$ cat src/rtl/irq_arbiter_pkg.sv
//==============================================================================
// Overview of operation
// Each of 46 sources takes one of four levels; fixed sources ignore programming.
// Within one level the lowest-numbered active source wins; 0 highest, 45 lowest.
// Arbitrate pending requests, flag a sufficient one, supply its vector address.
// In wait or stop, a pending request asks the clock unit to restart clocks.
// Only sources enabled before entering wait or stop may wake the chip.
// Normal vector address is vector base concatenated with the winning vector number.
// Core mask 00 allows all, 01 masks 0, 10 masks 0-1, 11 allows 3.
// Nesting: a higher level than the one in service may still be taken.
// Winning vector is compared with both match slots; level-2 match means fast.
// A fast request supplies the slot's low and high address instead.
// Fast requests are recognised here, before the core sees them.
// Software sets level 2, the match number and the slot address for fast.
// Core fetches at the vector address and starts fast handling unless a subroutine jump.
// After reset the block drives the initial fetch address.
// Vector base at index 5; match slots at 6 and 9, each with low then high.
// With no permitted enabled pending request, the core request stays low.
//==============================================================================
package irq_arbiter_pkg;

  // ===========================================================================
  // Sizes
  localparam int NUM_SRC      = 46;
  localparam int NUM_FIXED    = 2;
  localparam int PRIO_PER_REG = 16;
  localparam int PRIO_SLOTS   = 48;
  localparam int SRC_W        = 6;
  localparam int VBASE_W      = 14;
  localparam int VEC_W        = 7;
  localparam int FVL_W        = 16;
  localparam int FVH_W        = 5;
  localparam int VADDR_W      = 21;
  localparam int APB_AW       = 8;
  localparam int NUM_EV       = 3;

  // ===========================================================================
  // Register indices, byte address is four times the index
  localparam logic [4:0] IDX_PRIO0 = 5'h00;
  localparam logic [4:0] IDX_PRIO1 = 5'h01;
  localparam logic [4:0] IDX_PRIO2 = 5'h02;
  localparam logic [4:0] IDX_VBASE = 5'h05;
  localparam logic [4:0] IDX_FM0   = 5'h06;
  localparam logic [4:0] IDX_FVL0  = 5'h07;
  localparam logic [4:0] IDX_FVH0  = 5'h08;
  localparam logic [4:0] IDX_FM1   = 5'h09;
  localparam logic [4:0] IDX_FVL1  = 5'h0a;
  localparam logic [4:0] IDX_FVH1  = 5'h0b;
  localparam logic [4:0] IDX_PEND0 = 5'h0c;
  localparam logic [4:0] IDX_PEND1 = 5'h0d;
  localparam logic [4:0] IDX_CTRL  = 5'h12;
  localparam logic [4:0] IDX_STAT  = 5'h13;
  localparam logic [4:0] IDX_IMSK  = 5'h14;

  // ===========================================================================
  // Field positions
  localparam int CTRL_DIS_BIT  = 0;
  localparam int CTRL_MASK_LSB = 1;
  localparam int CTRL_IRQ_BIT  = 3;
  localparam int EV_ACK_NORM   = 0;
  localparam int EV_ACK_FAST   = 1;
  localparam int EV_WAKE       = 2;

  // ===========================================================================
  // Levels and reset values
  localparam logic [1:0]         LVL_FAST   = 2'h2;
  localparam logic [1:0]         LVL_FIXED  = 2'h3;
  localparam logic [1:0]         PRIO_OFF   = 2'h0;
  localparam logic [VBASE_W-1:0] VBASE_RST  = 14'h0000;
  localparam logic [VEC_W-1:0]   FM_RST     = 7'h00;
  localparam logic [FVL_W-1:0]   FVL_RST    = 16'h0000;
  localparam logic [FVH_W-1:0]   FVH_RST    = 5'h00;
  localparam logic [VADDR_W-1:0] BOOT_ADDR  = 21'h00_0000;
  localparam logic [31:0]        RDATA_ZERO = 32'h0000_0000;

endpackage

$ cat src/rtl/arb_if.sv
`timescale 1ns/1ps
`default_nettype none
// Carries the qualified requests to the level selector and the winner back
interface arb_if;
  import irq_arbiter_pkg::*;
  logic [NUM_SRC-1:0]       act;
  logic [NUM_SRC-1:0][1:0]  lvl;
  logic [1:0]               mask;
  logic                     win_valid;
  logic [SRC_W-1:0]         win_src;
  logic [1:0]               win_lvl;

  modport sel (input act, input lvl, input mask,
               output win_valid, output win_src, output win_lvl);
  modport ctl (output act, output lvl, output mask,
               input win_valid, input win_src, input win_lvl);
endinterface
`default_nettype wire

$ cat src/rtl/irq_arbiter_unit.sv
// Register access over APB and the address map were left to the implementer.
`timescale 1ns/1ps
`default_nettype none
module irq_arbiter_unit
  import irq_arbiter_pkg::*;
(
  input  wire logic                i_clock,
  input  wire logic                i_rst_n,
  // APB slave
  input  wire logic                i_psel,
  input  wire logic                i_penable,
  input  wire logic                i_pwrite,
  input  wire logic [APB_AW-1:0]   i_paddr,
  input  wire logic [31:0]         i_pwdata,
  output logic                     o_pready,
  output logic                     o_pslverr,
  output logic [31:0]              o_prdata,
  // Interrupt sources and core side
  input  wire logic [NUM_SRC-1:0]  i_irq_src,
  input  wire logic [1:0]          i_core_mask,
  input  wire logic                i_core_ack,
  output logic                     o_core_irq,
  output logic [1:0]               o_core_level,
  output logic [VEC_W-1:0]         o_core_vector,
  output logic                     o_core_fast,
  output logic [VADDR_W-1:0]       o_core_vec_addr,
  output logic                     o_boot_drive,
  // Clock restart handshake with the system integration unit
  input  wire logic                i_low_power,
  output logic                     o_wake_req,
  // Interrupt to software
  output logic                     o_irq
);

  // ===========================================================================
  // Declarations
  wire logic [PRIO_SLOTS-1:0][1:0] prio_q;
  logic [NUM_SRC-1:0]         en;
  logic [NUM_SRC-1:0][1:0]    lvl;
  logic [VBASE_W-1:0]         vbase_q;
  logic [VEC_W-1:0]           fm0_q;
  logic [VEC_W-1:0]           fm1_q;
  logic [FVL_W-1:0]           fvl0_q;
  logic [FVL_W-1:0]           fvl1_q;
  logic [FVH_W-1:0]           fvh0_q;
  logic [FVH_W-1:0]           fvh1_q;
  logic                       dis_q;
  logic [NUM_EV-1:0]          st_q;
  logic [NUM_EV-1:0]          st_d;
  logic [NUM_EV-1:0]          msk_q;
  logic [NUM_EV-1:0]          ev;
  logic [NUM_SRC-1:0]         wake_en_q;
  logic                       wake_d;
  logic                       pready_q;
  logic                       pslverr_q;
  logic [31:0]                prdata_q;
  logic [31:0]                rdata;
  logic                       mapped;
  logic [4:0]                 idx;
  logic                       setup;
  logic                       wr;
  logic                       rd_stat;
  logic                       hit0;
  logic                       hit1;
  logic [VEC_W-1:0]           win_vec;
  logic                       core_irq_q;
  logic [1:0]                 core_level_q;
  logic [VEC_W-1:0]           core_vector_q;
  logic                       core_fast_q;
  logic [VADDR_W-1:0]         vec_addr_q;
  logic                       boot_q;
  logic                       wake_q;
  logic                       irq_q;

  arb_if arb ();

  // ===========================================================================
  // Level fields per source
  // Fixed sources hold no flops at all, so writes to them cannot stick.
  // Field code 0 disables, codes 1..3 give levels 0..2.
  for (genvar n = 0; n < PRIO_SLOTS; n++) begin : g_src
    if (n < NUM_FIXED || n >= NUM_SRC) begin : g_fixed
      assign prio_q[n] = PRIO_OFF;
    end else begin : g_prog
      logic [1:0] fld_q;
      always_ff @(posedge i_clock or negedge i_rst_n) begin
        if (!i_rst_n) begin
          fld_q <= PRIO_OFF;
        end else if (wr && idx == 5'(n / PRIO_PER_REG)) begin
          fld_q <= i_pwdata[2*(n%PRIO_PER_REG) +: 2];
        end
      end
      assign prio_q[n] = fld_q;
    end
    if (n < NUM_SRC) begin : g_eff
      assign en[n]  = (n < NUM_FIXED) ? 1'b1 : (prio_q[n] != PRIO_OFF);
      assign lvl[n] = (n < NUM_FIXED) ? LVL_FIXED : 2'(prio_q[n] - 2'h1);
    end
  end

  // ===========================================================================
  // Arbitration
  assign arb.act  = i_irq_src & en;
  assign arb.lvl  = lvl;
  assign arb.mask = i_core_mask;

  irq_level_select u_select (
    .bus (arb)
  );

  // Fast match is decided here so the core gets the slot address directly
  assign win_vec = VEC_W'(arb.win_src);
  assign hit0    = (arb.win_lvl == LVL_FAST) && (win_vec == fm0_q);
  assign hit1    = (arb.win_lvl == LVL_FAST) && (win_vec == fm1_q);

  // ===========================================================================
  // Core request and vector
  // Address holds its last value between requests; until the first one it
  // stays on the boot address.
  always_ff @(posedge i_clock or negedge i_rst_n) begin
    if (!i_rst_n) begin
      core_irq_q    <= 1'b0;
      core_level_q  <= 2'h0;
      core_vector_q <= FM_RST;
      core_fast_q   <= 1'b0;
      vec_addr_q    <= BOOT_ADDR;
    end else begin
      core_irq_q <= arb.win_valid && !dis_q;
      if (arb.win_valid) begin
        core_level_q  <= arb.win_lvl;
        core_vector_q <= win_vec;
        core_fast_q   <= hit0 || hit1;
        if (hit0) begin
          vec_addr_q <= {fvh0_q, fvl0_q};
        end else if (hit1) begin
          vec_addr_q <= {fvh1_q, fvl1_q};
        end else begin
          vec_addr_q <= {vbase_q, win_vec};
        end
      end
    end
  end

  // Boot drive ends once the first real vector replaces the initial address
  always_ff @(posedge i_clock or negedge i_rst_n) begin
    if (!i_rst_n) begin
      boot_q <= 1'b1;
    end else if (arb.win_valid) begin
      boot_q <= 1'b0;
    end
  end

  // ===========================================================================
  // Wake from wait and stop
  // Enables are frozen at entry, so enabling a source later cannot wake.
  always_ff @(posedge i_clock or negedge i_rst_n) begin
    if (!i_rst_n) begin
      wake_en_q <= '0;
    end else if (!i_low_power) begin
      wake_en_q <= en;
    end
  end

  assign wake_d = i_low_power && |(i_irq_src & wake_en_q);

  always_ff @(posedge i_clock or negedge i_rst_n) begin
    if (!i_rst_n) begin
      wake_q <= 1'b0;
    end else begin
      wake_q <= wake_d;
    end
  end

  // ===========================================================================
  // APB decode
  // Answer comes in the first access cycle: no wait states.
  assign idx     = i_paddr[6:2];
  assign setup   = i_psel && !i_penable;
  assign wr      = i_psel && i_penable && pready_q && i_pwrite && !pslverr_q;
  assign rd_stat = i_psel && i_penable && pready_q && !i_pwrite && idx == IDX_STAT;

  always_comb begin
    rdata  = RDATA_ZERO;
    mapped = !i_paddr[7];
    unique case (idx)
      IDX_PRIO0: rdata = prio_q[PRIO_PER_REG*0 +: PRIO_PER_REG];
      IDX_PRIO1: rdata = prio_q[PRIO_PER_REG*1 +: PRIO_PER_REG];
      IDX_PRIO2: rdata = prio_q[PRIO_PER_REG*2 +: PRIO_PER_REG];
      IDX_VBASE: rdata[VBASE_W-1:0] = vbase_q;
      IDX_FM0:   rdata[VEC_W-1:0]   = fm0_q;
      IDX_FVL0:  rdata[FVL_W-1:0]   = fvl0_q;
      IDX_FVH0:  rdata[FVH_W-1:0]   = fvh0_q;
      IDX_FM1:   rdata[VEC_W-1:0]   = fm1_q;
      IDX_FVL1:  rdata[FVL_W-1:0]   = fvl1_q;
      IDX_FVH1:  rdata[FVH_W-1:0]   = fvh1_q;
      IDX_PEND0: rdata = arb.act[31:0];
      IDX_PEND1: rdata[NUM_SRC-33:0] = arb.act[NUM_SRC-1:32];
      IDX_CTRL: begin
        rdata[CTRL_DIS_BIT]              = dis_q;
        rdata[CTRL_MASK_LSB +: 2]        = i_core_mask;
        rdata[CTRL_IRQ_BIT]              = core_irq_q;
      end
      IDX_STAT:  rdata[NUM_EV-1:0] = st_q;
      IDX_IMSK:  rdata[NUM_EV-1:0] = msk_q;
      default:   mapped = 1'b0;
    endcase
  end

  // Read data is captured at setup; the status clear later uses this copy
  always_ff @(posedge i_clock or negedge i_rst_n) begin
    if (!i_rst_n) begin
      pready_q  <= 1'b0;
      pslverr_q <= 1'b0;
      prdata_q  <= RDATA_ZERO;
    end else begin
      pready_q  <= setup;
      pslverr_q <= setup && !mapped;
      if (setup) begin
        prdata_q <= (i_pwrite || !mapped) ? RDATA_ZERO : rdata;
      end
    end
  end

  // ===========================================================================
  // Writable registers
  always_ff @(posedge i_clock or negedge i_rst_n) begin
    if (!i_rst_n) begin
      vbase_q <= VBASE_RST;
      fm0_q   <= FM_RST;
      fm1_q   <= FM_RST;
      fvl0_q  <= FVL_RST;
      fvl1_q  <= FVL_RST;
      fvh0_q  <= FVH_RST;
      fvh1_q  <= FVH_RST;
      dis_q   <= 1'b0;
      msk_q   <= '0;
    end else if (wr) begin
      unique case (idx)
        IDX_VBASE: vbase_q <= i_pwdata[VBASE_W-1:0];
        IDX_FM0:   fm0_q   <= i_pwdata[VEC_W-1:0];
        IDX_FVL0:  fvl0_q  <= i_pwdata[FVL_W-1:0];
        IDX_FVH0:  fvh0_q  <= i_pwdata[FVH_W-1:0];
        IDX_FM1:   fm1_q   <= i_pwdata[VEC_W-1:0];
        IDX_FVL1:  fvl1_q  <= i_pwdata[FVL_W-1:0];
        IDX_FVH1:  fvh1_q  <= i_pwdata[FVH_W-1:0];
        IDX_CTRL:  dis_q   <= i_pwdata[CTRL_DIS_BIT];
        IDX_IMSK:  msk_q   <= i_pwdata[NUM_EV-1:0];
        default: ;
      endcase
    end
  end

  // ===========================================================================
  // Event status, cleared by reading it
  // Only bits that were actually returned are cleared, and a new event in the
  // clearing cycle wins, so nothing is lost between setup and access.
  assign ev[EV_ACK_NORM] = i_core_ack && core_irq_q && !core_fast_q;
  assign ev[EV_ACK_FAST] = i_core_ack && core_irq_q && core_fast_q;
  assign ev[EV_WAKE]     = wake_d && !wake_q;
  assign st_d = (st_q & ~(rd_stat ? prdata_q[NUM_EV-1:0] : '0)) | ev;

  always_ff @(posedge i_clock or negedge i_rst_n) begin
    if (!i_rst_n) begin
      st_q  <= '0;
      irq_q <= 1'b0;
    end else begin
      st_q  <= st_d;
      irq_q <= |(st_d & msk_q);
    end
  end

  // ===========================================================================
  // Outputs
  assign o_pready        = pready_q;
  assign o_pslverr       = pslverr_q;
  assign o_prdata        = prdata_q;
  assign o_core_irq      = core_irq_q;
  assign o_core_level    = core_level_q;
  assign o_core_vector   = core_vector_q;
  assign o_core_fast     = core_fast_q;
  assign o_core_vec_addr = vec_addr_q;
  assign o_boot_drive    = boot_q;
  assign o_wake_req      = wake_q;
  assign o_irq           = irq_q;
endmodule
`default_nettype wire

$ cat src/rtl/irq_level_select.sv
`timescale 1ns/1ps
`default_nettype none
module irq_level_select
  import irq_arbiter_pkg::*;
(
  arb_if.sel bus
);

  // ===========================================================================
  // Winner search
  // Highest level wins; on equal level the earlier (lower) number is kept
  // because only a strictly higher level replaces it.
  always_comb begin
    logic             v;
    logic [SRC_W-1:0] s;
    logic [1:0]       l;
    v = 1'b0;
    s = '0;
    l = '0;
    for (int n = 0; n < NUM_SRC; n++) begin
      if (bus.act[n] && (bus.lvl[n] >= bus.mask) &&
          (!v || (bus.lvl[n] > l))) begin
        v = 1'b1;
        s = SRC_W'(n);
        l = bus.lvl[n];
      end
    end
    bus.win_valid = v;
    bus.win_src   = s;
    bus.win_lvl   = l;
  end

endmodule
`default_nettype wire
$ cat config.mk
export PLATFORM = sky130hd
export DESIGN_NAME = irq_arbiter_unit
export DESIGN_NICKNAME = d
export VERILOG_FILES = /design/src/rtl/irq_arbiter_pkg.sv /design/src/rtl/arb_if.sv /design/src/rtl/irq_arbiter_unit.sv /design/src/rtl/irq_level_select.sv
export SDC_FILE = /design/constraint.sdc
export NUM_CORES = 1
export LEC_CHECK = 0
export ABC_AREA = 1
export BUFFER_PORTS_ARGS = -buffer_cell sky130_fd_sc_hd__buf_2
export CORE_ASPECT_RATIO = 1.5
export CORE_MARGIN = 5
export CORE_UTILIZATION = 39
export DETAILED_ROUTE_END_ITERATION = 8
export GPL_TIMING_DRIVEN = 0
export PLACE_DENSITY = 0.68
export SETUP_SLACK_MARGIN = 0.05
export SLEW_MARGIN = 20
export SYNTH_ARGS = -nofsm -noshare
export SYNTH_HDL_FRONTEND = slang
export SYNTH_SLANG_ARGS = --single-unit
$ cat constraint.sdc
create_clock -name i_clock -period 60.7 [get_ports i_clock]
set_clock_uncertainty 0.15 [all_clocks]
set_input_delay 6.07 -clock i_clock [delete_from_list [all_inputs] [get_ports i_clock]]
set_output_delay 6.07 -clock i_clock [all_outputs]
set_load 0.1 [all_outputs]
After elaboration in Yosys (flattened, before gate mapping)
Index checks and enable logic that the tools add are counted.
{"block": "op_classes", "addsub": 44, "magnitude_cmp": 90, "n_eq_ne": 17, "n_mux": 149, "n_bitwise": 6, "n_reduce_logical": 267}
{"cell": "$logic_and 1x1->1", "n": 110}
{"cell": "$mux 2", "n": 48}
{"cell": "$and 46x46->46", "n": 2}
{"cell": "$ge 2x2->1", "n": 44}
{"cell": "$gt 2x2->1", "n": 44}
{"cell": "$reduce_bool 2->1", "n": 44}
{"cell": "$sub 2x1->2 const B", "n": 44}
{"cell": "$mux 6", "n": 14}
{"cell": "$mux 5", "n": 16}
{"cell": "$pmux 16 s4", "n": 1}
{"cell": "$pmux 7 s8", "n": 1}
{"cell": "$logic_not 1->1", "n": 53}
{"cell": "$mux 1", "n": 48}
{"cell": "$logic_or 1x1->1", "n": 47}
{"cell": "$reduce_or 46->1", "n": 1}
{"cell": "$mux 21", "n": 2}
{"cell": "$pmux 3 s14", "n": 1}
{"cell": "$mux 32", "n": 1}
{"cell": "$mux 4", "n": 8}
{"cell": "$eq 5x4->1 const B", "n": 6}
{"cell": "$pmux 1 s12", "n": 2}
{"cell": "$pmux 2 s10", "n": 1}
{"cell": "$reduce_and 2->1", "n": 9}
{"cell": "$eq 5x3->1 const B", "n": 3}
{"cell": "other kinds (15)", "n": 23}
{"block": "word_totals", "reg_bits": 279, "input_bits": 95, "output_inout_bits": 69, "elab_cells": 639}

Depth between registers and ports, before layout
{"block": "depth", "ltp_word": 188, "depth_mapped": 392}

By module
A second synthesis with hierarchy kept.
{"block": "unflattened", "cells_unflattened": 3114, "area_unflattened_um2": 21087.7}
{"module": "irq_arbiter_unit", "instances": 1, "cells_per_inst": 2008, "area_each_um2": 14605.3}
{"module": "irq_level_select", "instances": 1, "cells_per_inst": 1106, "area_each_um2": 6482.5}

Least setup slack after synthesis
Ideal clock, no wire load.
{"block": "synth_path", "path_type": "input-to-reg", "from": "input port i_core_mask[1]", "to": "register vec_addr_q[18] (netlist: o_core_vec_addr[18])", "setup_ps": 120, "arrival_time_ps": 47131, "path_slack_ps": 13299, "stages": 382, "path_buffers": 1, "path_cell_list": "inv_1 ha_1 nand2_1 nand3_2 nand2_2 nand2_2 nand2_1 ha_1 inv_1 nor2_1 o21ai_0 nand2_1 nand2_1 nand2_1 nand2_1 ha_1 inv_1 nor2_1 (+346 left out) nand2_1 ha_1 inv_1 nor2_1 o21ai_0 nand2_1 nand2_1 nand2_1 nor4_1 o41ai_2 xor2_1 nor4_4 nand3_4 buf_6 nor2_1 nor2_1 nand2_1 nand2_1"}
{"block": "synth_between", "elab_chain_cells": 187}
{"item": "start: declaration", "line": "irq_arbiter_unit.sv:20", "rtl": "input wire logic [1:0] i_core_mask,"}
{"item": "$ge 2x2->1", "line": "irq_level_select.sv:21", "rtl": "if (bus.act[n] && (bus.lvl[n] >= bus.mask) &&"}
{"item": "$logic_and 1x1->1", "line": "irq_level_select.sv:21"}
{"item": "$mux 2 or $mux 1 (tied branches)", "line": "irq_level_select.sv:21"}
{"item": "$gt 2x2->1 or $logic_not 1->1 (tied branches)", "line": "irq_level_select.sv:22", "rtl": "(!v || (bus.lvl[n] > l))) begin"}
{"item": "$logic_or 1x1->1", "line": "irq_level_select.sv:22"}
{"item": "$logic_and 1x1->1", "line": "irq_level_select.sv:21"}
{"item": "$mux 2 or $mux 1 (tied branches)", "line": "irq_level_select.sv:21"}
{"item": "$gt 2x2->1 or $logic_not 1->1 (tied branches)", "line": "irq_level_select.sv:22"}
{"item": "(+171 left out)"}
{"item": "$gt 2x2->1 or $logic_not 1->1 (tied branches)", "line": "irq_level_select.sv:22"}
{"item": "$logic_or 1x1->1", "line": "irq_level_select.sv:22"}
{"item": "$logic_and 1x1->1", "line": "irq_level_select.sv:21"}
{"item": "$mux 6 or $mux 2 (tied branches)", "line": "irq_level_select.sv:21"}
{"item": "$eq 6x7->1 or $eq 2x2->1 (tied branches)", "line": "irq_arbiter_unit.sv:114, irq_arbiter_unit.sv:113"}
{"item": "$logic_and 1x1->1", "line": "irq_arbiter_unit.sv:114", "rtl": "assign hit1 = (arb.win_lvl == LVL_FAST) && (win_vec == fm1_q);"}
{"item": "$mux 21", "line": "irq_arbiter_unit.sv:135", "rtl": "end else if (hit1) begin"}
{"item": "$mux 21", "line": "irq_arbiter_unit.sv:133", "rtl": "if (hit0) begin"}
{"item": "end signal: assignment", "line": "irq_arbiter_unit.sv:134", "rtl": "vec_addr_q <= {fvh0_q, fvl0_q};"}
{"item": "end signal: assignment", "line": "irq_arbiter_unit.sv:136", "rtl": "vec_addr_q <= {fvh1_q, fvl1_q};"}
{"item": "end signal: assignment", "line": "irq_arbiter_unit.sv:138", "rtl": "vec_addr_q <= {vbase_q, win_vec};"}
{"item": "end: declaration", "line": "irq_arbiter_unit.sv:70", "rtl": "logic [VADDR_W-1:0] vec_addr_q;"}
Parallel ways exist; a longest one is shown, timed or not.
A chain may end at the register's enable or synchronous reset.

Worst setup path after layout
{"block": "layout_path", "from": "input port i_core_mask[0]", "to": "register vec_addr_q[11] (netlist: o_core_vec_addr[11])"}
Same word-level chain as after synthesis.

==> reports/qor.txt <==
status -> finished clean
Core ar. -> 0.0508 mm²
CTS Buf Count -> 31
I/O Buffers -> 159
CTS sink cnt -> 278
#FFs+latches synth -> 278
Clock Tree Root -> clkbuf_16
actual slew at the worst max-slew pin -> 1.23 ns
Die H -> 287 µm
Ys Warns -> 0
commonest cells in the netlist -> nand2_1 (746), inv_1 (484), o21ai_0 (337), dfrtp_1 (277), ha_1 (219)
NumNets Final -> 3301
most used cell, CP -> nand2_1
DP HPWL -> 67100 µm
initial antenna violation count -> 2
Pwr Total -> 0.000501 W
Area after DPL -> 0.0218 mm²
vias -> 20000
Synth top area share -> 34.6%
routed length per placed instance -> 22.6 µm
CP required -> 61.03 ns
largest net degree at the start of global routing -> 95
initial core utilization -> 39.4%
drt drc -> 0
CTS tree -> built
first-pass GRT wire length -> 121000 µm
GRT Total Usage -> 28.8%
power per cell area -> 22.0 mW/mm²
mean post-synth cell area -> 7.18 µm²
syn nets -> 3103
postcts setup bufs -> 0
design area -> 0.0228 mm²
Hold Path End -> o_boot_drive
layout cells sized above 1 -> 10.1%
Post-DRT Antenna Nets -> 0
fin crit period -> 53.33 ns
worst-path fanout max -> 45
CP Class -> in -> reg
Netlist cell types -> 52
clk_lat worst skew -> 0.59 ns
hold path depth -> 2
min-delay src -> o_boot_drive
area leader, netlist -> dfrtp_1
final setup TNS -> 0 ns
worst r2r dst -> o_core_vec_addr[11]
EDFF count, synth -> 0
Vias per Instance -> 5.43
Seq/Total Area, Yosys -> 34.8%
Filler cells -> 5395
min-delay worst type -> reg -> reg
H-tree lvl count -> 1
Fin. Hold Viols -> 0
Die Wd -> 195 µm
row count -> 101
final core occ -> 44.9%
Final Slew Violations -> 0
Critical Path Slowest Stage Cell -> buf_4
Fmax achieved -> 18.8 MHz
Post-Syn Area -> 0.0200 mm²
GRT Residual Overflow -> 0
clk buf depth -> 3
Async SR Flop Fraction -> 100%
ranking of synthesized cells by area -> dfrtp_1 (35%), nand2_1 (14%), ha_1 (14%), inv_1 (9.1%), o21ai_0 (8.4%)
Top Family by Delay on Critical Path -> simple AND/OR/NAND/NOR gates
routability cong. -> 1.05
leakage power total -> 12.1 nW
Primary FF master, synth -> dfrtp_1
# IOs -> 164
drt first pass iters -> 8
worst path bufs/invs -> 73
reg2reg path depth -> 377
Area Overhead vs Synth -> 14.0%
post-synthesis cell count -> 2789
most numerous cell in the Yosys netlist -> nand2_1
Startpoint Class -> input port
flop-to-flop setup slack -> 12.45 ns
RSZ-0062 raised after global routing -> false
setup violators final -> 0
Reg2Reg Launch Point -> g_src[2].g_prog.fld_q[0]
Die ar. -> 0.0561 mm²
final WL -> 83100 µm
final worst-path cycle share -> 87.9%
maxcap violations -> 0
WP data arrival -> 53.66 ns
drt first-iter violations -> 1907
Worst Setup End Kind -> register
clk slew on worst S/H paths -> 0.06 ns
worst ir drop on vdd -> 22.9 µV
CP peak stage delay -> 0.62 ns
vias in the first global route -> 19400
max_slew headroom -> 18.0%
Hold-fix buffers, CTS -> 0
post-cts resize count -> 0
==> power breakdown <==
part           switching (W)  internal [W]  total (W)
logic              0.0000830     0.0000272   0.000110
clock network      0.0000814      0.000110   0.000192
registers         0.00000621      0.000193   0.000199
total               0.000171      0.000330   0.000501
==> cell type report <==
class	count	area (µm²)	share of cell area, %
inverter	510	1920	8.41
antenna	1	2.50	0.0110
multi-input combinational	1924	10800	47.5
timing repair buffer	165	928	4.07
tap	669	837	3.67
clock buffer	43	851	3.73
clock inverter	13	158	0.691
buffer	77	324	1.42
sequential	278	6960	30.5
==> cell families after synthesis <==
group / Yosys count / share of synthesized area [%]
AO/OA/AOI/OAI: 482 / 13.8
buffers and inverters: 587 / 11.2
XOR/XNOR: 8 / 0.350
adder cells (fa/ha/maj): 219 / 13.7
other: 1 / 0.0187
flip-flops: 278 / 34.8
AND/OR/NAND/NOR: 1214 / 26.2
==> worst max-delay path by stage <==
stage	start	endpoint	slack [ns]	cells past startpoint
6_report	i_core_mask[0]	o_core_vec_addr[11]	7.37	375
5_1_grt	i_core_mask[0]	o_core_vec_addr[18]	1.98	375
4_1_cts	i_core_mask[0]	o_core_vec_addr[17]	7.62	375
3_5_place_dp	i_core_mask[0]	o_core_vec_addr[17]	7.12	375
3_3_place_gp	i_core_mask[1]	o_core_vec_addr[17]	3.92	376
2_1_floorplan	i_core_mask[1]	o_core_vec_addr[18]	13.30	382
==> per-stage QoR <==
stage	cells	worst slack [ns]	hold WS, ns
2_1_floorplan	2789	13.30	0.261
3_3_place_gp	3617	3.92	0.276
3_5_place_dp	3623	7.12	0.281
4_1_cts	3679	7.62	0.294
5_1_grt	3680	1.98	0.320
6_report	3680	7.37	0.296
==> worst reg2reg max path: cells and delay by family (launching register included) <==
| kind | cells | cell delay, ns |
|---|---|---|
| simple gates | 198 | 19.84 |
| buf+inv | 74 | 5.98 |
| compound gates | 59 | 8.91 |
| fa+ha+maj | 45 | 12.79 |
| flops | 1 | 0.45 |
| xor+xnor | 1 | 0.13 |
==> cell usage in the layout (no fill, tap or decap), types with 4 or more instances in the layout <==
master     Yosys  final
o2111ai_1      5      5
buf_16         0      4
dfrtp_1      277    277
and2_1        36     36
nand4_1       40     40
o21ai_0      337    337
inv_2         22     22
nand2_1      746    746
o31ai_1       19     19
nor2_2        15     15
clkbuf_16      0     31
buf_4          4      5
a31oi_1       10     10
nor2_1       120    120
a21oi_1       26     26
xor2_1         6      6
nor4_1         6      5
nand2_2       14     14
nor3_1         9      9
inv_1        484    483
o21ai_1        6      6
ha_1         219    219
nor2_4         7      7
nand3_1      210    210
o22ai_1       20     20
clkbuf_1      60     69
buf_2         10    169
clkinv_2       0      5
a221oi_1      39     39
==> sequential cells by signal (all words and copies together) (netlist names), 2 cells and up <==
name                flops
g_src.g_prog.fld_q     88
wake_en_q              45
o_prdata               32
o_core_vec_addr        21
fvl0_q                 16
fvl1_q                 16
vbase_q                14
fm0_q                   7
fm1_q                   7
o_core_vector           6
fvh0_q                  5
fvh1_q                  5
msk_q                   3
st_q                    3
o_core_level            2
==> per-layer routing <==
layer  track usage, %  wire, µm
met1             32.8     30600
met2             48.6     39100
met3             3.59      5110
met4             22.9      8330
met5                0         0
No activity file was read; power rests on OpenSTA's default activity.
